**src/verilog/usr_pkg.sv**
```systemverilog
// shared constants, modes and bundles of the universal shift storage register
package usr_pkg;

  localparam int STAGES = 8;
  localparam int FIFO_DEPTH = 16;
  localparam int ADDR_W = 12;

  // register byte offsets
  localparam logic [ADDR_W-1:0] CTRL_OFFS = 12'h000;
  localparam logic [ADDR_W-1:0] STATUS_OFFS = 12'h004;
  localparam logic [ADDR_W-1:0] DATA_OFFS = 12'h008;

  // control fields and reset values
  localparam int CTRL_CAPTURE_BIT = 0;
  localparam logic CTRL_CAPTURE_RESET = 1'h0;

  // status fields
  localparam int STAT_STAGE_LSB = 0;
  localparam int STAT_MODE_LSB = 8;
  localparam int STAT_DRIVE_BIT = 10;
  localparam int STAT_STALL_BIT = 11;
  localparam int STAT_LEVEL_LSB = 16;
  localparam int STAT_EMPTY_BIT = 24;
  localparam int STAT_FULL_BIT = 25;

  // data word fields
  localparam int DATA_VALID_BIT = 8;

  localparam logic [STAGES-1:0] STAGE_RESET = 8'h00;
  localparam logic [1:0] RESP_OKAY = 2'h0;
  localparam logic [1:0] RESP_SLVERR = 2'h2;

  typedef enum logic [1:0] {MODE_HOLD, MODE_RIGHT, MODE_LEFT, MODE_LOAD} usr_mode_t;

  // register index after address decode
  typedef enum logic [1:0] {SEL_CTRL, SEL_STATUS, SEL_DATA, SEL_NONE} usr_sel_t;

  typedef struct packed {
    logic mode_select_high;
    logic mode_select_low;
    logic sync_zero_n;
    logic port_drive_enable_a_n;
    logic port_drive_enable_b_n;
    logic left_serial_in;
    logic right_serial_in;
    logic [STAGES-1:0] port_bits;
  } usr_pins_t;

  // idle pin levels: clear and enables inactive
  localparam usr_pins_t PINS_RESET = 15'h1c00;

endpackage

```
**src/verilog/usr_shift_top.sv**
```systemverilog
// eight-stage universal shift and storage register with axi4-lite status port
//
// Contract
// RQ1: selects pick hold, right, left, load
// RQ2: eight stages share eight two-way port pins
// RQ3: load captures port pin levels each edge; with capture on, a full fifo freezes the stages and skips the capture
// RQ4: load mode forces port drivers off
// RQ5: partner holds port pins steady during load
// RQ6: low clear zeroes all stages, overrides mode; with capture on, a full fifo freezes the stages and holds the clear off
// RQ7: either enable high floats ports, logic continues
// RQ8: enables low, not loading: drive stages
// RQ9: right shift: serial into first, move up
// RQ10: left shift: serial into last, move down
// RQ11: hold mode or no edge keeps stages
// RQ12: serial end outputs always driven
// RQ13: chained devices share clock and selects
// RQ14: stages change only on rising edge
`timescale 1ns/10ps
module usr_shift_top
  import usr_pkg::*;
(
  // clock and reset
  input wire logic sys_clk_i,
  input wire logic srst_i,
  // mode and clear pins
  input wire logic mode_select_low_i,
  input wire logic mode_select_high_i,
  input wire logic sync_zero_n_i,
  // port drive enable pins
  input wire logic port_drive_enable_a_n_i,
  input wire logic port_drive_enable_b_n_i,
  // serial pins
  input wire logic left_serial_in_i,
  input wire logic right_serial_in_i,
  output logic first_stage_serial_out_o,
  output logic last_stage_serial_out_o,
  // two-way port pins, bit 0 is port_bit_first, bit 7 is port_bit_last
  input wire logic [STAGES-1:0] port_bits_i,
  output logic [STAGES-1:0] port_bits_o,
  output logic port_bits_oe_n_o,
  // axi4-lite write
  input wire logic [ADDR_W-1:0] s_axi_awaddr_i,
  input wire logic s_axi_awvalid_i,
  output logic s_axi_awready_o,
  input wire logic [31:0] s_axi_wdata_i,
  input wire logic [3:0] s_axi_wstrb_i,
  input wire logic s_axi_wvalid_i,
  output logic s_axi_wready_o,
  output logic [1:0] s_axi_bresp_o,
  output logic s_axi_bvalid_o,
  input wire logic s_axi_bready_i,
  // axi4-lite read
  input wire logic [ADDR_W-1:0] s_axi_araddr_i,
  input wire logic s_axi_arvalid_i,
  output logic s_axi_arready_o,
  output logic [31:0] s_axi_rdata_o,
  output logic [1:0] s_axi_rresp_o,
  output logic s_axi_rvalid_o,
  input wire logic s_axi_rready_i
);

  ////////////////////////////////////////////////////////////////////////////////
  // helpers

  function automatic usr_sel_t reg_decode(input logic [ADDR_W-1:0] addr);
    return (addr == CTRL_OFFS) ? SEL_CTRL : (addr == STATUS_OFFS) ? SEL_STATUS
      : (addr == DATA_OFFS) ? SEL_DATA : SEL_NONE;
  endfunction

  function automatic usr_mode_t mode_decode(input logic sel_high, input logic sel_low);
    // enum order matches the select code: hold, right, left, load
    return usr_mode_t'({sel_high, sel_low});
  endfunction

  ////////////////////////////////////////////////////////////////////////////////
  // pin synchroniser and agreement filter

  usr_pins_t pins_raw;
  usr_pins_t pins_s1_reg;
  usr_pins_t pins_s2_reg;
  usr_pins_t pins_s3_reg;
  usr_pins_t pins_reg;
  logic [$bits(usr_pins_t)-1:0] agree;

  assign pins_raw = '{
    mode_select_high: mode_select_high_i,
    mode_select_low: mode_select_low_i,
    sync_zero_n: sync_zero_n_i,
    port_drive_enable_a_n: port_drive_enable_a_n_i,
    port_drive_enable_b_n: port_drive_enable_b_n_i,
    left_serial_in: left_serial_in_i,
    right_serial_in: right_serial_in_i,
    port_bits: port_bits_i
  };

  // first stage is read by the second only
  assign agree = ~(pins_s2_reg ^ pins_s3_reg);

  always_ff @(posedge sys_clk_i)
  begin
    if (srst_i)
    begin
      pins_s1_reg <= PINS_RESET;
      pins_s2_reg <= PINS_RESET;
      pins_s3_reg <= PINS_RESET;
      pins_reg <= PINS_RESET;
    end
    else
    begin
      pins_s1_reg <= pins_raw;
      pins_s2_reg <= pins_s1_reg;
      pins_s3_reg <= pins_s2_reg;
      // a bit changes only once two samples agree, so glitches die here
      pins_reg <= (pins_reg & ~agree) | (pins_s3_reg & agree);
    end
  end

  ////////////////////////////////////////////////////////////////////////////////
  // stage logic

  usr_mode_t mode;
  logic [STAGES-1:0] stage_reg;
  logic [STAGES-1:0] stage_next;
  logic stage_update;
  logic stage_step;
  logic capture_reg;
  logic push_ready;
  logic port_float;

  assign mode = mode_decode(pins_reg.mode_select_high, pins_reg.mode_select_low); // [RQ1]

  always_comb
  begin
    stage_next = stage_reg;
    if (!pins_reg.sync_zero_n)
    begin
      stage_next = '0; // [RQ6]
    end
    else
    begin
      unique case (mode)
        MODE_HOLD: stage_next = stage_reg; // [RQ11]
        MODE_RIGHT: stage_next = {stage_reg[STAGES-2:0], pins_reg.right_serial_in}; // [RQ9]
        MODE_LEFT: stage_next = {pins_reg.left_serial_in, stage_reg[STAGES-1:1]}; // [RQ10]
        MODE_LOAD: stage_next = pins_reg.port_bits; // [RQ3] [RQ5]
      endcase
    end
  end

  assign stage_update = !pins_reg.sync_zero_n || mode != MODE_HOLD;
  // with capture on, a full fifo freezes the stages rather than lose a snapshot
  assign stage_step = !(capture_reg && stage_update && !push_ready);

  // rising edge only; srst is a system reset, not the device clear
  always_ff @(posedge sys_clk_i)
  begin
    if (srst_i)
    begin
      stage_reg <= STAGE_RESET;
    end
    else if (stage_step)
    begin
      stage_reg <= stage_next; // [RQ14] [RQ2]
    end
  end

  assign first_stage_serial_out_o = stage_reg[0]; // [RQ12] [RQ13]
  assign last_stage_serial_out_o = stage_reg[STAGES-1]; // [RQ12] [RQ13]

  assign port_float = mode == MODE_LOAD // [RQ4]
    || pins_reg.port_drive_enable_a_n || pins_reg.port_drive_enable_b_n; // [RQ7]
  assign port_bits_oe_n_o = port_float; // [RQ8]
  assign port_bits_o = stage_reg; // [RQ8]

  ////////////////////////////////////////////////////////////////////////////////
  // snapshot fifo

  logic [STAGES-1:0] fifo_data;
  logic fifo_valid;
  logic fifo_pop;
  logic [$clog2(FIFO_DEPTH):0] fifo_level;

  usr_fifo #(
    .WIDTH(STAGES),
    .DEPTH(FIFO_DEPTH)
  ) u_fifo (
    .sys_clk_i(sys_clk_i),
    .srst_i(srst_i),
    .in_valid_i(capture_reg && stage_update),
    .in_ready_o(push_ready),
    .in_data_i(stage_next),
    .out_valid_o(fifo_valid),
    .out_ready_i(fifo_pop),
    .out_data_o(fifo_data),
    .level_o(fifo_level)
  );

  ////////////////////////////////////////////////////////////////////////////////
  // axi4-lite write channel

  logic aw_held_reg;
  logic [ADDR_W-1:0] aw_addr_reg;
  logic w_held_reg;
  logic [31:0] w_data_reg;
  logic w_strb0_reg;
  logic bvalid_reg;
  logic [1:0] bresp_reg;
  logic wr_fire;

  assign s_axi_awready_o = !aw_held_reg && !bvalid_reg;
  assign s_axi_wready_o = !w_held_reg && !bvalid_reg;
  assign wr_fire = aw_held_reg && w_held_reg && !bvalid_reg;
  assign s_axi_bvalid_o = bvalid_reg;
  assign s_axi_bresp_o = bresp_reg;

  always_ff @(posedge sys_clk_i)
  begin
    if (srst_i)
    begin
      aw_held_reg <= 1'b0;
      aw_addr_reg <= '0;
      w_held_reg <= 1'b0;
      w_data_reg <= '0;
      w_strb0_reg <= 1'b0;
      bvalid_reg <= 1'b0;
      bresp_reg <= RESP_OKAY;
    end
    else
    begin
      if (s_axi_awvalid_i && s_axi_awready_o)
      begin
        aw_held_reg <= 1'b1;
        aw_addr_reg <= s_axi_awaddr_i;
      end
      if (s_axi_wvalid_i && s_axi_wready_o)
      begin
        w_held_reg <= 1'b1;
        w_data_reg <= s_axi_wdata_i;
        w_strb0_reg <= s_axi_wstrb_i[0];
      end
      if (wr_fire)
      begin
        aw_held_reg <= 1'b0;
        w_held_reg <= 1'b0;
        bvalid_reg <= 1'b1;
        bresp_reg <= reg_decode(aw_addr_reg) == SEL_NONE ? RESP_SLVERR : RESP_OKAY;
      end
      else if (bvalid_reg && s_axi_bready_i)
      begin
        bvalid_reg <= 1'b0;
      end
    end
  end

  always_ff @(posedge sys_clk_i)
  begin
    if (srst_i)
    begin
      capture_reg <= CTRL_CAPTURE_RESET;
    end
    else if (wr_fire && w_strb0_reg && reg_decode(aw_addr_reg) == SEL_CTRL)
    begin
      capture_reg <= w_data_reg[CTRL_CAPTURE_BIT];
    end
  end

  ////////////////////////////////////////////////////////////////////////////////
  // axi4-lite read channel

  logic rvalid_reg;
  logic [31:0] rdata_reg;
  logic [1:0] rresp_reg;
  logic rd_take;
  usr_sel_t rd_sel;
  logic [31:0] status_word;

  assign s_axi_arready_o = !rvalid_reg;
  assign rd_take = s_axi_arvalid_i && s_axi_arready_o;
  assign rd_sel = reg_decode(s_axi_araddr_i);
  // a data read pops one snapshot; reading empty returns valid low
  assign fifo_pop = rd_take && rd_sel == SEL_DATA;
  assign s_axi_rvalid_o = rvalid_reg;
  assign s_axi_rdata_o = rdata_reg;
  assign s_axi_rresp_o = rresp_reg;

  always_comb
  begin
    status_word = '0;
    status_word[STAT_STAGE_LSB +: STAGES] = stage_reg;
    status_word[STAT_MODE_LSB +: 2] = mode;
    status_word[STAT_DRIVE_BIT] = !port_float;
    status_word[STAT_STALL_BIT] = !stage_step;
    status_word[STAT_LEVEL_LSB +: $clog2(FIFO_DEPTH)+1] = fifo_level;
    status_word[STAT_EMPTY_BIT] = !fifo_valid;
    status_word[STAT_FULL_BIT] = !push_ready;
  end

  always_ff @(posedge sys_clk_i)
  begin
    if (srst_i)
    begin
      rvalid_reg <= 1'b0;
      rdata_reg <= '0;
      rresp_reg <= RESP_OKAY;
    end
    else if (rd_take)
    begin
      rvalid_reg <= 1'b1;
      rresp_reg <= RESP_OKAY;
      rdata_reg <= '0;
      unique case (rd_sel)
        SEL_CTRL: rdata_reg[CTRL_CAPTURE_BIT] <= capture_reg;
        SEL_STATUS: rdata_reg <= status_word;
        SEL_DATA: rdata_reg <= {23'h0, fifo_valid, fifo_data};
        SEL_NONE: rresp_reg <= RESP_SLVERR;
      endcase
    end
    else if (rvalid_reg && s_axi_rready_i)
    begin
      rvalid_reg <= 1'b0;
    end
  end

  ////////////////////////////////////////////////////////////////////////////////
  // checks

  a_mode_hold_keep: assert property (@(posedge sys_clk_i) disable iff (srst_i) // [RQ11] [RQ1]
    (pins_reg.sync_zero_n && !pins_reg.mode_select_high && !pins_reg.mode_select_low)
    |=> $stable(stage_reg))
    else $error("stages moved in hold mode");
  a_load_capture: assert property (@(posedge sys_clk_i) disable iff (srst_i) // [RQ3]
    (pins_reg.sync_zero_n && mode == MODE_LOAD && stage_step)
    |=> stage_reg == $past(pins_reg.port_bits))
    else $error("load did not capture port levels");
  a_load_float: assert property (@(posedge sys_clk_i) disable iff (srst_i) // [RQ4]
    (pins_reg.mode_select_high && pins_reg.mode_select_low) |-> port_bits_oe_n_o)
    else $error("port driven during load");
  a_clear_zeroes: assert property (@(posedge sys_clk_i) disable iff (srst_i) // [RQ6]
    (!pins_reg.sync_zero_n && stage_step)
    |=> stage_reg == '0 && !first_stage_serial_out_o && !last_stage_serial_out_o)
    else $error("clear left a stage high");
  a_enable_float: assert property (@(posedge sys_clk_i) disable iff (srst_i) // [RQ7]
    (pins_reg.port_drive_enable_a_n || pins_reg.port_drive_enable_b_n) |-> port_bits_oe_n_o)
    else $error("port driven while disabled");
  a_port_drive: assert property (@(posedge sys_clk_i) disable iff (srst_i) // [RQ8]
    (!pins_reg.port_drive_enable_a_n && !pins_reg.port_drive_enable_b_n && mode != MODE_LOAD)
    |-> !port_bits_oe_n_o && port_bits_o == stage_reg)
    else $error("port not driving stages");
  a_shift_right: assert property (@(posedge sys_clk_i) disable iff (srst_i) // [RQ9]
    (pins_reg.sync_zero_n && mode == MODE_RIGHT && stage_step)
    |=> stage_reg == {$past(stage_reg[STAGES-2:0]), $past(pins_reg.right_serial_in)})
    else $error("right shift wrong");
  a_shift_left: assert property (@(posedge sys_clk_i) disable iff (srst_i) // [RQ10]
    (pins_reg.sync_zero_n && mode == MODE_LEFT && stage_step)
    |=> stage_reg == {$past(pins_reg.left_serial_in), $past(stage_reg[STAGES-1:1])})
    else $error("left shift wrong");
  a_serial_ends: assert property (@(posedge sys_clk_i) disable iff (srst_i) // [RQ12]
    stage_step |=> first_stage_serial_out_o == $past(stage_next[0])
    && last_stage_serial_out_o == $past(stage_next[STAGES-1]))
    else $error("serial ends not following stages");
  a_stall_freeze: assert property (@(posedge sys_clk_i) disable iff (srst_i) // [RQ14]
    !stage_step |=> $stable(stage_reg))
    else $error("stages moved while stalled");

endmodule // usr_shift_top

```
**src/verilog/usr_fifo.sv**
```systemverilog
// synchronous valid/ready fifo holding stage snapshots
`timescale 1ns/10ps
module usr_fifo
  import usr_pkg::*;
#(
  parameter int WIDTH = 8,
  parameter int DEPTH = 16
)
(
  // clock and reset
  input wire logic sys_clk_i,
  input wire logic srst_i,
  // fill side
  input wire logic in_valid_i,
  output logic in_ready_o,
  input wire logic [WIDTH-1:0] in_data_i,
  // drain side
  output logic out_valid_o,
  input wire logic out_ready_i,
  output logic [WIDTH-1:0] out_data_o,
  // fill level
  output logic [$clog2(DEPTH):0] level_o
);

  localparam int AW = $clog2(DEPTH);

  logic [WIDTH-1:0] mem [DEPTH];
  logic [AW-1:0] wr_ptr_reg;
  logic [AW-1:0] rd_ptr_reg;
  logic [AW:0] count_reg;
  logic push;
  logic pop;

  assign in_ready_o = count_reg != (AW+1)'(DEPTH);
  assign out_valid_o = count_reg != '0;
  assign out_data_o = mem[rd_ptr_reg];
  assign level_o = count_reg;
  assign push = in_valid_i && in_ready_o;
  assign pop = out_valid_o && out_ready_i;

  ////////////////////////////////////////////////////////////////////////////////
  // storage has no reset; only pointers and count need one
  always_ff @(posedge sys_clk_i)
  begin
    if (push)
    begin
      mem[wr_ptr_reg] <= in_data_i;
    end
  end

  always_ff @(posedge sys_clk_i)
  begin
    if (srst_i)
    begin
      wr_ptr_reg <= '0;
      rd_ptr_reg <= '0;
      count_reg <= '0;
    end
    else
    begin
      // depth is a power of two, pointers wrap naturally
      if (push)
      begin
        wr_ptr_reg <= wr_ptr_reg + 1'b1;
      end
      if (pop)
      begin
        rd_ptr_reg <= rd_ptr_reg + 1'b1;
      end
      if (push && !pop)
      begin
        count_reg <= count_reg + 1'b1;
      end
      else if (pop && !push)
      begin
        count_reg <= count_reg - 1'b1;
      end
    end
  end

endmodule // usr_fifo

```
**config.mk**
```make
export PLATFORM = sky130hd
export DESIGN_NAME = usr_shift_top
export DESIGN_NICKNAME = d
export VERILOG_FILES = /design/src/verilog/usr_pkg.sv /design/src/verilog/usr_shift_top.sv /design/src/verilog/usr_fifo.sv
export SDC_FILE = /design/constraint.sdc
export NUM_CORES = 1
export LEC_CHECK = 0
export ABC_CLOCK_PERIOD_IN_PS = 4600
export BUFFER_PORTS_ARGS = -buffer_cell sky130_fd_sc_hd__buf_2
export CAP_MARGIN = 0
export CORE_UTILIZATION = 30
export CTS_BUF_LIST = sky130_fd_sc_hd__clkbuf_16
export CTS_CLUSTER_SIZE = 8
export DETAILED_ROUTE_END_ITERATION = 12
export HOLD_SLACK_MARGIN = 0.03
export SYNTH_ARGS = -nofsm -noshare
export SYNTH_HDL_FRONTEND = slang
export SYNTH_SLANG_ARGS = --single-unit
```
**constraint.sdc**
```tcl
create_clock -name sys_clk_i -period 4.6 [get_ports sys_clk_i]
set_input_delay 0.46 -clock sys_clk_i [delete_from_list [all_inputs] [get_ports sys_clk_i]]
set_output_delay 0.46 -clock sys_clk_i [all_outputs]
set_load 0.01 [all_outputs]
```
==> out/qor.csv <==
metric;value;unit
yosysSeqAreaShare;63.6;%
initial_core_util;30.6;%
dp_hpwl;13700;um
grt_max_degree;94;
synth_edf_count;128;
rsz0062_at_grt;no;
cts_root_buffer;clkbuf_16;
largest_register_ffs;128;
nets;946;
dr.pass1.iters;5;
worstPathArrival;3.52;ns
ctsResizeCount;0;
routed_wl;21400;um
wl_met3;1340;um
synth_most_common_cell;edfxtp_1;
insertion_delay;0.50;ns
timing_hold_violations_final;0;
timing.final.crit_share;67.9;%
layout-drive-gt1-share;20.6;%
met1_length;9680;um
syn_avg_cell_area;13.0;sq um
first_iter_violations;320;
p_total;4.91;mW
status;finished, final reports clean;
dr.max_layer_used;met4;
ys_seq_elements;253;
holdBufCountCts;0;
fp.dieH;184;um
ir_worst_vdd;238;uV
slew_violations;0;
postLayoutCoreUtil;36.0;%
wire_per_inst;16.3;um
area_delta_synth_final;17.8;%
max_slew_margin;32.0;%
drc;0;
synth_top_area_share;38.5;%
fin_hold_ws;0.149;ns
clk_path_buf_depth;3;
ys_top_cells_by_count;128 x edfxtp_1, 125 x dfxtp_1, 52 x nand2_1, 46 x a21oi_1, 44 x mux2i_1;
pin_count;134;
worst-path-max-fanout;16;
port_buffers;84;
cts_tree;yes;
regMostFlops;u_fifo.mem;
ys_dominant_reg_cell;edfxtp_1;
routabilityCongestion;0.739;
async_flop_share;0;%
hold_class;in -> reg;
syn_inst;770;
fin_setup_tns;0;ns
yosysWarnings;0;
start_kind;flip-flop;
grt.overflow.total;0;
vias;6026;
cp-end-kind;flip-flop;
p_leak;4.36;nW
grt_pass1_wl;33600;um
met2_wirelength;10100;um
yosys.area.top_type;edfxtp_1;
ant_nets;0;
finalSetupViolCount;0;
worstPathRequired;4.99;ns
h-tree-depth;2;
clkSinkCount;253;
fin_skew;0.0158;ns
via_per_inst;4.58;
fp.dieW;184;um
cts_inserted_buffers;37;
tightest_slew;1.02;ns
drv_cap;0;
post-cts-setup-buffers;0;
synth_area_leaders;edfxtp_1 39%, dfxtp_1 25%, mux4_2 5.6%;
die-area;34000;sq um
worst-setup-path-type;reg -> reg;
grt_usage;13.0;%
ys_types;56;
core;32600;sq um
clock.fmax;320;MHz
fin_crit;3.12;ns
grt_pass1_vias;5895;
num_rows;66;
power_per_cell_area;418;nW/um^2
synthesis.area;9980;sq um
cts.clk_slew.worst_paths;0.05;ns
antenna_found_initial;2;
[worst paths after layout]
kind | from | endpoint | slack (ns) | cells past startpoint
max | u_fifo.level_o[0] | u_fifo.level_o[4] | 1.48 | 10
max reg2reg | u_fifo.level_o[0] | u_fifo.level_o[4] | 1.48 | 10
min | port_drive_enable_a_n_i | pins_s1_reg[11] | 0.15 | 2
min reg2reg | pins_s1_reg[10] | pins_s2_reg[10] | 0.41 | 1
[layout make-up]
| type | instances | area, sq um |
|---|---|---|
| Clock inverter | 21 | 83.8 |
| Fill cell | 3147 | 20900 |
| Timing Repair Buffer | 91 | 475 |
| Antenna cell | 2 | 5.00 |
| Sequential cell | 253 | 6350 |
| Multi-Input combinational cell | 442 | 3220 |
| Clock buffer | 39 | 976 |
| Tap cell | 442 | 553 |
| Inverter | 25 | 93.8 |
[layer usage]
metal  GRT usage [%]  vias to the layer above
met1            17.5                     2916
met3            2.87                       21
met4            3.47                        0
met2            20.9                      167
li1                -                     2922
met5               0                        -
[logic make-up after synthesis]
kind of cell	share of synthesized area, %
mux	10.3
flops	63.6
compound gates	7.68
other cells	0.0376
buf+inv	4.67
xor+xnor	0.614
simple gates	11.3
fa+ha+maj	1.83
[power breakdown]
part,internal [mW],total [mW],switching [mW]
Combinational,0.0433,0.106,0.0630
Clock,1.50,2.41,0.912
Sequential,2.38,2.39,0.0141
[through the flow]
stage               cell area, sq um  cells  setup slack [ns]
floorplan                      10000    784              1.45
global placement               10700   1253             0.923
detailed placement             10700   1253             0.930
CTS                            11800   1313              1.45
global route                   11800   1314              1.27
finish                         11800   1315              1.48
[cell usage in the layout, fill, tap and decap left out, types with 6 or more instances in the layout]
master     netlist  final
nor4_1           6      6
mux2i_1         44     44
clkbuf_16        0     39
a22oi_1         22     22
and2_1          13     13
and3_1          13     13
conb_1           1     15
buf_4           24      8
dfxtp_1        125    124
o21ai_0         15     15
o211ai_1         8      8
a21oi_1         46     46
ha_1            13     13
buf_2           11     83
nor2b_1         41     41
or2_2           10     10
nand3_1         17     17
edfxtp_1       128    128
nor2_1          43     43
inv_1           24     43
nand2_1         52     52
o22a_1           7      7
mux4_2          25     25
[worst max-delay path, stage by stage (launching register included)]
cell and delay [ns]:
dfxtp_1 0.39, or4_4 0.62, o211ai_2 0.22, inv_2 0.16, ha_1 0.23, inv_1 0.15, ha_1 0.30, a21o_1 0.19
a21oi_1 0.18, mux2i_1 0.22, mux2_2 0.34
No activity file was read; power rests on OpenSTA's default activity.
